===== src/logic/ssp_pkg.sv =====
// constants, register map and types for the synchronous serial port
// ============================================================
package ssp_pkg;

  // ============================================================
  // register byte addresses
  localparam logic [7:0] ADDR_CTRL0  = 8'h00; // control_register_zero
  localparam logic [7:0] ADDR_CTRL1  = 8'h04; // enable, slave select
  localparam logic [7:0] ADDR_DATA   = 8'h08; // data_port_register
  localparam logic [7:0] ADDR_STAT   = 8'h0c; // store levels, busy
  localparam logic [7:0] ADDR_PSC    = 8'h10; // prescale_register
  localparam logic [7:0] ADDR_IMASK  = 8'h14; // interrupt_mask_register
  localparam logic [7:0] ADDR_RAW    = 8'h18; // raw_interrupt_status
  localparam logic [7:0] ADDR_MASKED = 8'h1c; // masked_interrupt_status
  localparam logic [7:0] ADDR_ICLR   = 8'h20; // interrupt_clear_register
  localparam logic [7:0] ADDR_DMAC   = 8'h24; // dma_control_register
  localparam logic [7:0] ADDR_GATE   = 8'h28; // run_clock_gate_register

  // ============================================================
  // field positions
  localparam int CR0_FMT  = 4;  // 0 select format, 1 framed format
  localparam int CR0_CPOL = 6;  // idle level of the bit clock
  localparam int CR0_SCR  = 8;  // bit_rate_divide_field, 8 bits
  localparam int CR1_EN   = 0;
  localparam int CR1_SLV  = 1;
  localparam int IRQ_OVR  = 0;
  localparam int IRQ_RTO  = 1;
  localparam int IRQ_RXS  = 2;
  localparam int IRQ_TXS  = 3;
  localparam int IRQ_EOT  = 4;
  localparam int DMA_RX   = 0;
  localparam int DMA_TX   = 1;

  // ============================================================
  // reset values and limits
  localparam logic [15:0] CR0_RESET  = 16'h0007;
  localparam logic [7:0]  PSC_MIN    = 8'h02;
  localparam logic [3:0]  DSS_MIN    = 4'h3;   // four-bit frames
  localparam logic [3:0]  FIFO_HALF  = 4'h4;
  localparam logic [3:0]  FIFO_FULL  = 4'h8;
  localparam logic [5:0]  RT_BITS    = 6'h20;  // 32 bit periods

  typedef enum logic [0:0] {SSP_IDLE, SSP_XFER} ssp_state_e;

endpackage : ssp_pkg


===== src/logic/ssp_top.sv =====
// synchronous serial port: register file, stores, clock divider, shifter
`timescale 1ns/100ps
module ssp_top
  import ssp_pkg::*;
(
  input  wire logic        mclk,
  input  wire logic        rst,
  input  wire logic [7:0]  addr,
  input  wire logic [15:0] wr_data,
  input  wire logic        wr_stb,
  input  wire logic        rd_stb,
  output logic      [15:0] rd_data,
  input  wire logic        serial_in_pin,
  input  wire logic        serial_clk_in,
  input  wire logic        frame_sel_in,
  output logic             serial_out_pin,
  output logic             serial_out_oe,
  output logic             serial_bit_clock,
  output logic             serial_clk_oe,
  output logic             frame_sel_out,
  output logic             irq,
  output logic             tx_dma_req,
  output logic             rx_dma_req
);

  // ============================================================
  // state
  typedef struct packed {
    logic [15:0]       cr0;
    logic [1:0]        cr1;
    logic [7:0]        psc;
    logic [4:0]        imask;
    logic [1:0]        dmac;
    logic              gate;
    logic [7:0][15:0]  txm;
    logic [2:0]        tx_wp;
    logic [2:0]        tx_rp;
    logic [3:0]        tx_cnt;
    logic [7:0][15:0]  rxm;
    logic [2:0]        rx_wp;
    logic [2:0]        rx_rp;
    logic [3:0]        rx_cnt;
    logic [15:0]       div_cnt;
    logic              half_tick;
    logic              tphase;
    logic [5:0]        rt_cnt;
    logic [2:0]        stk;      // eot, timeout, overrun
    ssp_state_e        st;
    logic              mst;      // transfer driven by our own clock
    logic [15:0]       sh_tx;
    logic [15:0]       sh_rx;
    logic [3:0]        bit_cnt;
    logic              half;
    logic              skip;
    logic              sclk_prev;
    logic              sel_prev;
    logic              sclk;
    logic              sclk_oe;
    logic              frm;
    logic              txd;
    logic              txd_oe;
    logic [15:0]       rd_data;
    logic              irq;
    logic              tx_dma;
    logic              rx_dma;
  } ssp_state_s;

  ssp_state_s r_reg;
  ssp_state_s r_next;

  // ============================================================
  // outputs straight from the state register
  assign rd_data          = r_reg.rd_data;
  assign serial_out_pin   = r_reg.txd;
  assign serial_out_oe    = r_reg.txd_oe;
  assign serial_bit_clock = r_reg.sclk;
  assign serial_clk_oe    = r_reg.sclk_oe;
  assign frame_sel_out    = r_reg.frm;
  assign irq              = r_reg.irq;
  assign tx_dma_req       = r_reg.tx_dma;
  assign rx_dma_req       = r_reg.rx_dma;

  // ============================================================
  // next-state logic
  always_comb begin : p_next
    logic [3:0]  dss;
    logic        ssf;
    logic        cpol;
    logic        en;
    logic        slv;
    logic [15:0] half_len;
    logic        bit_tick;
    logic        lead;
    logic        trail;
    logic        lv;
    logic        pv;
    logic        tx_push;
    logic        tx_pop;
    logic        rx_pop;
    logic        rx_req;
    logic        rx_push;
    logic        word_done;
    logic        do_load;
    logic [15:0] word;
    logic [15:0] shifted;
    logic [2:0]  set_v;
    logic [2:0]  clr_v;
    logic [4:0]  raw;
    logic [7:0]  psc_w;

    n_init();
    dss       = (r_reg.cr0[3:0] < DSS_MIN) ? DSS_MIN : r_reg.cr0[3:0];
    ssf       = r_reg.cr0[CR0_FMT];
    cpol      = r_reg.cr0[CR0_CPOL];
    en        = r_reg.cr1[CR1_EN] & r_reg.gate;
    slv       = r_reg.cr1[CR1_SLV];
    // half period: prescale/2 times (1 + rate field)
    half_len  = 16'({9'h000, r_reg.psc[7:1]} *
                    ({1'b0, r_reg.cr0[CR0_SCR +: 8]} + 9'h001));
    bit_tick  = r_reg.half_tick & r_reg.tphase;
    lv        = serial_clk_in ^ cpol;
    pv        = r_reg.sclk_prev ^ cpol;
    lead      = 1'b0;
    trail     = 1'b0;
    tx_push   = 1'b0;
    tx_pop    = 1'b0;
    rx_pop    = 1'b0;
    rx_req    = 1'b0;
    rx_push   = 1'b0;
    word_done = 1'b0;
    do_load   = 1'b0;
    word      = 16'h0000;
    shifted   = r_reg.sh_tx << 1;
    set_v     = 3'b000;
    clr_v     = 3'b000;
    psc_w     = {wr_data[7:1], 1'b0};
    raw       = 5'b00000;

    // divider runs always so the timeout counts even with the link idle
    if (r_reg.div_cnt == 16'h0000) begin
      r_next.div_cnt   = half_len - 16'h0001;
      r_next.half_tick = 1'b1;
    end else begin
      r_next.div_cnt   = r_reg.div_cnt - 16'h0001;
      r_next.half_tick = 1'b0;
    end
    if (r_reg.half_tick) begin
      r_next.tphase = ~r_reg.tphase;
    end
    r_next.sclk_prev = serial_clk_in;
    r_next.sel_prev  = frame_sel_in;

    // ------------------------------------------------------------
    // register writes
    if (wr_stb) begin
      unique case (addr)
        ADDR_CTRL0: r_next.cr0 = wr_data;
        ADDR_CTRL1: r_next.cr1 = wr_data[1:0];
        ADDR_DATA:  tx_push = (r_reg.tx_cnt != FIFO_FULL) & r_reg.gate;
        ADDR_PSC:   r_next.psc = (psc_w < PSC_MIN) ? PSC_MIN : psc_w;
        ADDR_IMASK: r_next.imask = wr_data[4:0];
        ADDR_ICLR:  clr_v = {wr_data[IRQ_EOT], wr_data[IRQ_RTO],
                             wr_data[IRQ_OVR]};
        ADDR_DMAC:  r_next.dmac = wr_data[1:0];
        ADDR_GATE:  r_next.gate = wr_data[0];
        default:    ; // unmapped writes are ignored
      endcase
    end

    // ------------------------------------------------------------
    // transfer engine
    if (r_reg.mst) begin
      lead  = r_reg.half_tick & ~r_reg.half;
      trail = r_reg.half_tick & r_reg.half;
    end else begin
      lead  = lv & ~pv;
      trail = ~lv & pv;
    end

    unique case (r_reg.st)
      SSP_IDLE: begin
        r_next.mst     = ~slv;
        r_next.sclk    = cpol;
        r_next.sclk_oe = en & ~slv;
        r_next.frm     = ~ssf;           // select high, frame low
        r_next.txd_oe  = en & ~slv;
        if (en & ~slv & r_reg.half_tick & (r_reg.tx_cnt != 4'h0)) begin
          do_load     = 1'b1;
          r_next.frm  = ssf;             // frame pulse or select low
        end else if (en & slv) begin
          // remote master opens a word: select falls or frame rises
          if (ssf ? (frame_sel_in & ~r_reg.sel_prev)
                  : (~frame_sel_in & r_reg.sel_prev)) begin
            do_load = 1'b1;
          end
        end
      end
      SSP_XFER: begin
        if (lead) begin
          if (r_reg.mst) begin
            r_next.sclk = ~cpol;
          end
          if (!r_reg.skip) begin
            r_next.sh_rx = {r_reg.sh_rx[14:0], serial_in_pin};
          end
          r_next.half = 1'b1;
        end
        if (trail) begin
          r_next.half = 1'b0;
          if (r_reg.mst) begin
            r_next.sclk = cpol;
          end
          if (r_reg.skip) begin
            // framed format: pulse bit over, msb goes out now
            r_next.skip = 1'b0;
            if (r_reg.mst) begin
              r_next.frm = 1'b0;
            end
            r_next.txd  = r_reg.sh_tx[dss];
          end else if (r_reg.bit_cnt == 4'h0) begin
            word_done = 1'b1;
          end else begin
            r_next.sh_tx   = shifted;
            r_next.txd     = shifted[dss];
            r_next.bit_cnt = r_reg.bit_cnt - 4'h1;
          end
        end
        if (word_done) begin
          rx_req = 1'b1;
          if (r_reg.tx_cnt == 4'h0) begin
            set_v[2] = 1'b1;
          end
          if (!r_reg.mst && !ssf && !frame_sel_in) begin
            do_load = 1'b1;              // select held: next word
          end else begin
            r_next.st  = SSP_IDLE;
            r_next.frm = ~ssf;
          end
        end
        // remote master released select mid word: drop the word
        if (!r_reg.mst && !ssf && frame_sel_in) begin
          r_next.st     = SSP_IDLE;
          r_next.txd_oe = 1'b0;
        end
        if (!en) begin
          r_next.st = SSP_IDLE;
        end
      end
      default: r_next.st = SSP_IDLE;
    endcase

    // load a word: queued one, or in slave mode the eighth-last write
    if (do_load) begin
      if (r_reg.tx_cnt != 4'h0) begin
        word   = r_reg.txm[r_reg.tx_rp];
        tx_pop = 1'b1;
      end else begin
        word   = r_reg.txm[r_reg.tx_wp];
      end
      r_next.st      = SSP_XFER;
      r_next.sh_tx   = word;
      r_next.sh_rx   = 16'h0000;
      r_next.txd     = ssf ? 1'b0 : word[dss];
      r_next.txd_oe  = 1'b1;
      r_next.bit_cnt = dss;
      r_next.skip    = ssf;
      r_next.half    = 1'b0;
    end

    // ------------------------------------------------------------
    // register reads; a data read pops the receive store
    r_next.rd_data = 16'h0000;
    raw[IRQ_OVR] = r_reg.stk[0];
    raw[IRQ_RTO] = r_reg.stk[1];
    raw[IRQ_RXS] = r_reg.rx_cnt >= FIFO_HALF;
    raw[IRQ_TXS] = r_reg.tx_cnt <= FIFO_HALF;
    raw[IRQ_EOT] = r_reg.stk[2];
    if (rd_stb) begin
      unique case (addr)
        ADDR_CTRL0:  r_next.rd_data = r_reg.cr0;
        ADDR_CTRL1:  r_next.rd_data = {14'h0000, r_reg.cr1};
        ADDR_DATA: begin
          if (r_reg.rx_cnt != 4'h0) begin
            r_next.rd_data = r_reg.rxm[r_reg.rx_rp];
            rx_pop = 1'b1;
          end
        end
        ADDR_STAT: r_next.rd_data = {11'h000,
                                     r_reg.st == SSP_XFER,
                                     r_reg.rx_cnt == FIFO_FULL,
                                     r_reg.rx_cnt != 4'h0,
                                     r_reg.tx_cnt != FIFO_FULL,
                                     r_reg.tx_cnt == 4'h0};
        ADDR_PSC:    r_next.rd_data = {8'h00, r_reg.psc};
        ADDR_IMASK:  r_next.rd_data = {11'h000, r_reg.imask};
        ADDR_RAW:    r_next.rd_data = {11'h000, raw};
        ADDR_MASKED: r_next.rd_data = {11'h000, raw & r_reg.imask};
        ADDR_DMAC:   r_next.rd_data = {14'h0000, r_reg.dmac};
        ADDR_GATE:   r_next.rd_data = {15'h0000, r_reg.gate};
        default:     r_next.rd_data = 16'h0000;
      endcase
    end

    // ------------------------------------------------------------
    // stores; the finished word is already registered in sh_rx
    rx_push = rx_req & (r_reg.rx_cnt != FIFO_FULL);
    set_v[0] = rx_req & (r_reg.rx_cnt == FIFO_FULL);
    if (tx_push) begin
      r_next.txm[r_reg.tx_wp] = wr_data;
      r_next.tx_wp = r_reg.tx_wp + 3'h1;
    end
    if (tx_pop) begin
      r_next.tx_rp = r_reg.tx_rp + 3'h1;
    end
    r_next.tx_cnt = r_reg.tx_cnt + {3'h0, tx_push} - {3'h0, tx_pop};
    if (rx_push) begin
      r_next.rxm[r_reg.rx_wp] = r_reg.sh_rx;
      r_next.rx_wp = r_reg.rx_wp + 3'h1;
    end
    if (rx_pop) begin
      r_next.rx_rp = r_reg.rx_rp + 3'h1;
    end
    r_next.rx_cnt = r_reg.rx_cnt + {3'h0, rx_push} - {3'h0, rx_pop};

    // ------------------------------------------------------------
    // receive timeout counts bit periods while data waits
    if (r_reg.rx_cnt == 4'h0) begin
      r_next.rt_cnt = 6'h00;
    end else if (bit_tick && r_reg.rt_cnt != RT_BITS) begin
      r_next.rt_cnt = r_reg.rt_cnt + 6'h01;
      set_v[1] = (r_reg.rt_cnt + 6'h01) == RT_BITS;
    end

    // a set in the same cycle as a clear wins
    r_next.stk = (r_reg.stk & ~clr_v) | set_v;

    // ------------------------------------------------------------
    // interrupt and dma outputs, one cycle behind the sources
    r_next.irq    = |(raw & r_reg.imask);
    r_next.tx_dma = r_reg.dmac[DMA_TX] & raw[IRQ_TXS];
    r_next.rx_dma = r_reg.dmac[DMA_RX] & raw[IRQ_RXS];

    // closed clock gate: stores and history wiped so resends are zero
    if (!r_reg.gate) begin
      r_next.txm    = '0;
      r_next.tx_wp  = 3'h0;
      r_next.tx_rp  = 3'h0;
      r_next.tx_cnt = 4'h0;
      r_next.rxm    = '0;
      r_next.rx_wp  = 3'h0;
      r_next.rx_rp  = 3'h0;
      r_next.rx_cnt = 4'h0;
      r_next.rt_cnt = 6'h00;
    end
  end

  // copy of the current state as the default next state
  function automatic void n_init();
    r_next = r_reg;
  endfunction : n_init

  // ============================================================
  // state register; synchronous reset
  always_ff @(posedge mclk) begin
    if (rst) begin
      r_reg         <= '0;
      r_reg.cr0     <= CR0_RESET;
      r_reg.psc     <= PSC_MIN;
      r_reg.st      <= SSP_IDLE;
      r_reg.frm     <= 1'b1;             // select inactive high
      r_reg.mst     <= 1'b1;
    end else begin
      r_reg <= r_next;
    end
  end

endmodule : ssp_top


===== config.mk =====
export PLATFORM = sky130hd
export DESIGN_NAME = ssp_top
export DESIGN_NICKNAME = d
export VERILOG_FILES = /design/src/logic/ssp_pkg.sv /design/src/logic/ssp_top.sv
export SDC_FILE = /design/constraint.sdc
export NUM_CORES = 1
export LEC_CHECK = 0
export BUFFER_PORTS_ARGS = -buffer_cell sky130_fd_sc_hd__clkbuf_2
export CORE_UTILIZATION = 55
export CTS_CLUSTER_DIAMETER = 60
export CTS_CLUSTER_SIZE = 20
export DETAILED_ROUTE_END_ITERATION = 6
export GPL_ROUTABILITY_DRIVEN = 1
export HOLD_SLACK_MARGIN = 0.05
export PLACE_DENSITY = 0.82
export SYNTH_ARGS = -nofsm -noshare
export SYNTH_HDL_FRONTEND = slang
export SYNTH_SLANG_ARGS = --single-unit

===== constraint.sdc =====
create_clock -name mclk -period 10.3 [get_ports mclk]
set_input_delay 0.515 -clock mclk [delete_from_list [all_inputs] [get_ports mclk]]
set_output_delay 0.515 -clock mclk [all_outputs]
set_load 0.005 [all_outputs]

==> impl_results.md, run 1 <==
* Post-synthesis compound-gate area fraction at 0.113
* Busiest layer in global routing: met2
* Die W at approximately 200 um
* Net Switching at approximately 800 uW
* Worst Hold Class: primary input to flip-flop
* Number of H-tree levels at 1
* Post-CTS Setup Bufs at 0
* Pwr/cell area at around 130 nW/um^2
* CP Launch Point: r_reg[395]$_SDFFE_PP0P_
* Post-synthesis instance total at around 2500
* Clock-pin transition on the worst setup and hold timing paths at approximately 80 ps
* Finished Layout Cells at between 2000 and 3000
* Crit path max-delay family: adder cells
* Switching fraction of total power at 0.258
* # setup viols final at 0
* Yosys reg bits at roughly 400
* Crit path arrival time at about 5900 ps
* Min-delay src: serial_in_pin
* Detailed-route DRC error count at 0
* Area growth syn-to-layout at 5.32%
* CP peak stage delay at 540 ps
* GPL Wtd Cong at about 0.9
* Crit path buf inv count at 3
* Fin. max-slew vios at 0
* WL/cell at 20.3 um
* Design internal power at ~2200 uW
* Flop pwr share at 0.532
* Number of global-route vias before repair at between 15000 and 20000
* WP data required at about 11000 ps
* Worst slew margin at 0.214
* Syn nets at around 2600
* Clock Skew at approximately 45 ps
* CTS tree: yes
* DRT iter0 DRCs at 2261
* Worst-Margin Slew at about 1200 ps
* Critical path cell sequence: ha_1 -> nand3_1 -> xnor2_1 -> nand2_1 -> fa_1 -> inv_1 -> fa_1 -> fa_1 -> inv_1 -> fa_1 -> inv_1 -> ha_1 -> nor3_1 -> nor2_1 -> a31oi_1 -> nand2b_1 -> a31oi_1 -> xnor2_1 -> a21oi_1
* Post-CTS resize count at 0
* Final worst slack at between 4000 and 5000 ps
* Mux cell area share after synthesis at 0.175
* Mapped Area at 21900 um^2
* Via count at 18158
* Routed Antenna Nets at 0
* Final core utilization at 0.591
* Most used cell, CP: fa_1
* Slowest cell on crit path: fa_1
* Final min period at roughly 5400 ps
* Syn avg cell area at just under 9 um^2
* First-pass GRT wire length at about 95000 um
* Layout Nets at ~2500
* Seq/Total Area, Yosys at 0.367
* Crit start category: flip-flop
* GR Layer Usage met2 at 0.480
* Post-route cell area at ~23000 um^2
* GRT met3 Usage at 0.0583
* Fmax at around 180 MHz
* Status: finished, final reports clean
* Met1 usage at 0.372
* Total negative slack at 0 ps
* Netlist cell types at 87
* Hold Buf Count CTS at 0
* Max reg flops at 357
* Critical path class: flip-flop to flip-flop
* Main combinational cell family by area after synthesis: simple AND/OR/NAND/NOR gates
* RSZ-0062 raised after global routing: false
* Worst r2r src: r_reg[395]$_SDFFE_PP0P_
* Gr usage total at 0.289
* Vias per cell at between 6 and 7
* Synth top area cells: dfxtp_1, mux4_2, nand2_1, mux2i_1, a21oi_1
* DP Worst Slack at just under 5000 ps
* CP max FO at 12
* Post-Synth XOR/XNOR Area at 0.0196
* Crit end category: flip-flop
* Synth top area share at 0.367
* Share of layout cells above drive strength 1 at 0.112
* Site Rows at between 70 and 80
* Core ar. at between 30000 and 40000 um^2
* IO buf count at 54
* Post-Synth Simple-Gate Area at 0.187
* Synthesis Warnings at 0
* DPL Wire Length at slightly below 40000 um
* Final period utilization at 0.529
* Synth Flop Type: dfxtp_1
* Longest Clk Path Bufs at 3
* Clk sinks at roughly 400
* Ports at between 50 and 60
* Initial core utilization at 0.562
* Routed Wire Length at 59200 um
* Cell chosen for the clock root: clkbuf_16
* Antenna violations before repair at 0
* Post-Synth Adder-Cell Area at 0.0729
* Max Cap Violations at 0
* VDD IR max at roughly 0.16 mV
* Initial DRT Pass Iterations at 6
* Cells after DPL at 2871
* Clk_lat worst skew at between 600 and 700 ps
* Largest net degree at the start of global routing at roughly 110
* DP Area at between 20000 and 25000 um^2
* Die ar. at just over 40000 um^2
* Clock network fraction of design power at 0.400
* LEAKAGE at between 0.008 and 0.009 uW
* Post-synth EDFFs at 0
* Die Height at just over 200 um
* CTS buffer count at 30
* Comb power frac at 0.068
* Final-report hold violation count at 0
* GRT overflow at 0
* Synth area leader: dfxtp_1
* Async SR Flop Fraction at 0
[kinds of logic (layout without fill, tap and decap cells)]
family	after synthesis	in the layout
AO/OA/AOI/OAI	406	406
XOR/XNOR	49	49
adder cells (fa/ha/maj)	103	103
buffers and inverters	316	240
flip-flops	402	402
multiplexers	267	267
other	0	2
AND/OR/NAND/NOR	936	936
[placed cells by master (no fill, tap or decap), types with 41 or more instances in the layout]
cell type and instances:
clkbuf_2 53, mux4_2 92, dfxtp_1 399, inv_1 105, fa_1 41, nand3_1 46, nand2_1 469, ha_1 62
nor2_1 230, mux2i_1 160, a21oi_1 237
[per-layer routing]
| layer | up-vias | part of all wire |
|---|---|---|
| li1 | 8268 | - |
| met3 | 158 | 0.10 |
| met4 | 0 | 0.033 |
| met5 | - | 0 |
| met2 | 952 | 0.48 |
| met1 | 8780 | 0.39 |
[stage by stage]
step / total power (uW) / hold slack, ps
5_1_grt: 3120 / 144
4_1_cts: 3030 / 122
6_report: 3030 / 138
3_5_place_dp: 1850 / 444
2_1_floorplan: 1800 / 433
3_3_place_gp: 1840 / 438
[final cells by class]
class / count / area, um^2
clock inverter: 19 / 238
sequential: 402 / 8050
timing repair buffer: 83 / 488
fill: 3225 / 15900
multi-input combinational: 1761 / 12500
clock buffer: 31 / 754
antenna: 2 / 5.00
inverter: 107 / 402
tap: 518 / 648
[worst paths after layout]
path,to,slack [ps],cells past startpoint
max,r_reg[92]$_SDFF_PP0_,4850,19
min,r_reg[32]$_SDFFE_PP0P_,140,3
max reg2reg,r_reg[92]$_SDFF_PP0_,4850,19
min reg2reg,r_reg[219]$_SDFFE_PP0P_,460,2
[synth_stat cells, drive strengths merged, types with 7 or more instances]
cell type  count
nor4           7
xnor2         31
nand3b         8
nor2         235
a211oi        17
xor2          18
buf           78
fa            41
and3          10
o21ai         33
dfxtp        402
nor3          35
mux2i        160
nand2        471
nor2b         34
mux4          92
inv          106
o211ai         7
a22oi         11
a31oi         13
nand4          8
a221oi        19
mux2          15
nand2b        17
ha            62
a21oi        237
nand3         46
and2          36
clkbuf       131
[worst register-to-register path: cells and delay by family (launching register included)]
family,cells,cell delay (ps)
buffers and inverters,3,150
flip-flops,1,520
XOR/XNOR,2,660
AO/OA/AOI/OAI,3,650
AND/OR/NAND/NOR,5,700
adder cells (fa/ha/maj),6,2640
[power by group through the flow]
stage               Combinational, uW  Sequential, uW  Clock [uW]
detailed placement                203            1640           0
finish                            206            1610        1210
CTS                               204            1610        1220
global placement                  197            1640           0
floorplan                         160            1640           0
global route                      227            1610        1280
Power figures use the tool's default switching activity.
==> inputs of run 2 (changes only) <==
--- a/config.mk
+++ b/config.mk
@@ -5,6 +5,7 @@
 export SDC_FILE = /design/constraint.sdc
 export NUM_CORES = 1
 export LEC_CHECK = 0
+export ABC_AREA = 1
 export BUFFER_PORTS_ARGS = -buffer_cell sky130_fd_sc_hd__clkbuf_2
 export CORE_UTILIZATION = 55
 export CTS_CLUSTER_DIAMETER = 60
@@ -12,7 +13,7 @@
 export DETAILED_ROUTE_END_ITERATION = 6
 export GPL_ROUTABILITY_DRIVEN = 1
 export HOLD_SLACK_MARGIN = 0.05
-export PLACE_DENSITY = 0.82
+export PLACE_DENSITY = 0.84
 export SYNTH_ARGS = -nofsm -noshare
 export SYNTH_HDL_FRONTEND = slang
 export SYNTH_SLANG_ARGS = --single-unit
==> constraint.sdc (replaced) <==
create_clock -name mclk -period 4.65 [get_ports mclk]
set_input_delay 0.2325 -clock mclk [delete_from_list [all_inputs] [get_ports mclk]]
set_output_delay 0.2325 -clock mclk [all_outputs]
set_load 0.005 [all_outputs]
==> impl_results.md, run 2 <==
* Cell chosen for the clock root: clkbuf_16
* Area growth syn-to-layout at 9.93%
* Seq/Total Area, Yosys at 0.364
* CP Launch Point: r_reg[395]$_SDFFE_PP0P_
* VDD IR max at around 0.34 mV
* Gr usage total at 0.325
* Synthesis Warnings at 0
* Hold Crit Endpoint: r_reg[366]$_SDFFE_PP0P_
* CTS buffer count at 34
* Site Rows at between 70 and 80
* Async SR Flop Fraction at 0
* Worst Hold Depth at 3
* Number of H-tree levels at 2
* Detailed-route DRC error count at 0
* CP peak stage delay at between 500 and 600 ps
* Final worst slack at between 70 and 80 ps
* Vias per cell at between 5 and 6
* DPL Wire Length at about 43000 um
* Critical path cell sequence: ha_4 -> nand4_1 -> nor3_1 -> inv_1 -> nand2_2 -> nor2_1 -> fa_1 -> fa_1 -> fa_1 -> inv_1 -> fa_1 -> inv_1 -> ha_4 -> a21oi_2 -> o21ai_2 -> a21boi_2 -> buf_4 -> xor2_1 -> nand2_1 -> o211ai_1 -> inv_1
* Clk_lat worst skew at ~610 ps
* Crit path arrival time at 5060 ps
* Netlist cell types at 52
* RSZ-0062 raised after global routing: true
* Slowest cell on crit path: fa_1
* WL/cell at about 18 um
* Total Power at 7280 uW
* Routed Wire Length at just under 70000 um
* Crit path buf inv count at 5
* Critical path class: flip-flop to flip-flop
* Clk sinks at between 400 and 500
* Worst-Margin Slew at roughly 1100 ps
* Worst Hold Class: primary input to flip-flop
* Die Height at 203 um
* Initial DRT Pass Iterations at 6
* # setup viols final at 0
* Register area at slightly above 8000 um^2
* Synth area leader: dfxtp_1
* Crit start category: flip-flop
* Top Layer Used: met4
* Wire length on met3 at between 6000 and 7000 um
* Finished Layout Cells at 3751
* Die ar. at slightly above 40000 um^2
* Clock Skew at 44.4 ps
* Pwr/cell area at roughly 300 nW/um^2
* Post-synthesis instance total at about 3200
* Max Cap Violations at 0
* Final-report hold violation count at 0
* Post-synth top cells: nor2_1, nand2_1, o21ai_0
* Ports at 55
* GRT overflow at 0
* Clock-pin transition on the worst setup and hold timing paths at around 80 ps
* Min-delay src: wr_data[13]
* Crit end category: flip-flop
* Crit path max-delay family: adder cells
* Worst slew margin at 0.236
* Final core utilization at 0.612
* Syn avg cell area at around 6.9 um^2
* Post-synth EDFFs at 0
* Final min period at roughly 4600 ps
* Fin. max-slew vios at 0
* Share of layout cells above drive strength 1 at 0.0971
* CTS tree: yes
* Commonest non-fill, non-tap cell in the layout: nor2_1
* Area of the multi-input gates at between 10000 and 15000 um^2
* Syn nets at approximately 3400
* CP max FO at 4
* Synth top area cells: dfxtp_1, o21ai_0, nor2_1, nand2_1, nand3_1
* Die W at ~200 um
* WP data required at 5140 ps
* Fmax at 218 MHz
* Met2 routed WL at approximately 30000 um
* Wl on met1 at approximately 27000 um
* DP Worst Slack at -182 ps
* Final period utilization at 0.985
* GPL Wtd Cong at 0.940
* Routed Antenna Nets at 0
* Count leader, synth: nor2_1
* Yosys reg bits at about 400
* Fill cell count at approximately 3600
* Reg-to-Reg End: r_reg[88]$_SDFF_PP0_
* Synth top area share at 0.364
* Number of global-route vias before repair at a little over 20000
* Status: finished, final reports clean
* Antenna violations before repair at 2
* Most frequent cells in the layout: nor2_1, nand2_1, dfxtp_1, o21ai_0, nand3_1
* Max reg flops at around 360
* R2R depth at 21
* First-pass GRT wire length at around 110000 um
* DRT iter0 DRCs at 2674
* Layout Nets at around 3300
* IO buf count at 54
* Core ar. at 39700 um^2
* Worst r2r src: r_reg[395]$_SDFFE_PP0P_
* FF-to-FF setup slack at 70 ps
* Largest net degree at the start of global routing at about 140
* LEAKAGE at slightly below 0.01 uW
* Cells after DPL at roughly 3700
* Synth Flop Type: dfxtp_1
* Via count at 22205
* Longest Clk Path Bufs at 3
* Initial core utilization at 0.557
* Mapped Area at roughly 22000 um^2
[run 2: power by group]
part	internal, uW	switching, uW	leakage, uW
clock network	1580	1530	0.000582
registers	3500	54.8	0.00324
logic	217	402	0.00591
[run 2: kinds of logic after synthesis]
group	synth area share
simple gates	0.278
compound gates	0.181
buf+inv	0.0944
flops	0.364
fa+ha+maj	0.0722
xor+xnor	0.0111
[run 2: how the worst max path moves through the flow]
stage | endpoint | slack, ps | cells past startpoint
after floorplan | r_reg[90]$_SDFF_PP0_ | 9 | 23
after global placement | r_reg[90]$_SDFF_PP0_ | -100 | 20
after detailed placement | r_reg[90]$_SDFF_PP0_ | -180 | 21
after CTS | r_reg[90]$_SDFF_PP0_ | 10 | 22
after global routing | r_reg[89]$_SDFF_PP0_ | -160 | 24
final | r_reg[88]$_SDFF_PP0_ | 70 | 21
[run 2: what timing repair did]
item / 4_1_cts / 5_1_grt
resized for setup: 22 / 52
buffers inserted: 1 / 7
setup endpoints to repair: 6 / 9
hold buffers: 11 / 0
pin swaps: 5 / 45
endpoints found under the hold margin: 15 / 0
[run 2: per-layer routing]
metal / vias up / GRT usage
met5: - / 0
met4: 0 / 0.166
met3: 244 / 0.0525
met2: 1219 / 0.514
met1: 10175 / 0.428
li1: 10567 / -
[run 2: area by class of cell]
cell class                      instances  share of cell area
Timing Repair Buffer                  158              0.0447
Multi-Input combinational cell       2326               0.504
Sequential cell                       402               0.331
Inverter                              278              0.0431
Clock buffer                           40              0.0367
Antenna cell                            1            0.000103
Clock inverter                         21              0.0130
Tap cell                              525              0.0270
[run 2: stage by stage]
step           hold WS (ps)  instance area, um^2  setup TNS, ps
2_1_floorplan           339                22100              0
3_3_place_gp            436                22700           -175
3_5_place_dp            443                22700           -634
4_1_cts                88.0                24100              0
5_1_grt                 111                24300           -933
6_report                101                24300              0
[run 2: tightest hold or removal path: stages]
cell,delay (ps)
clkbuf_2,220
nand3_1,150
a21oi_1,60
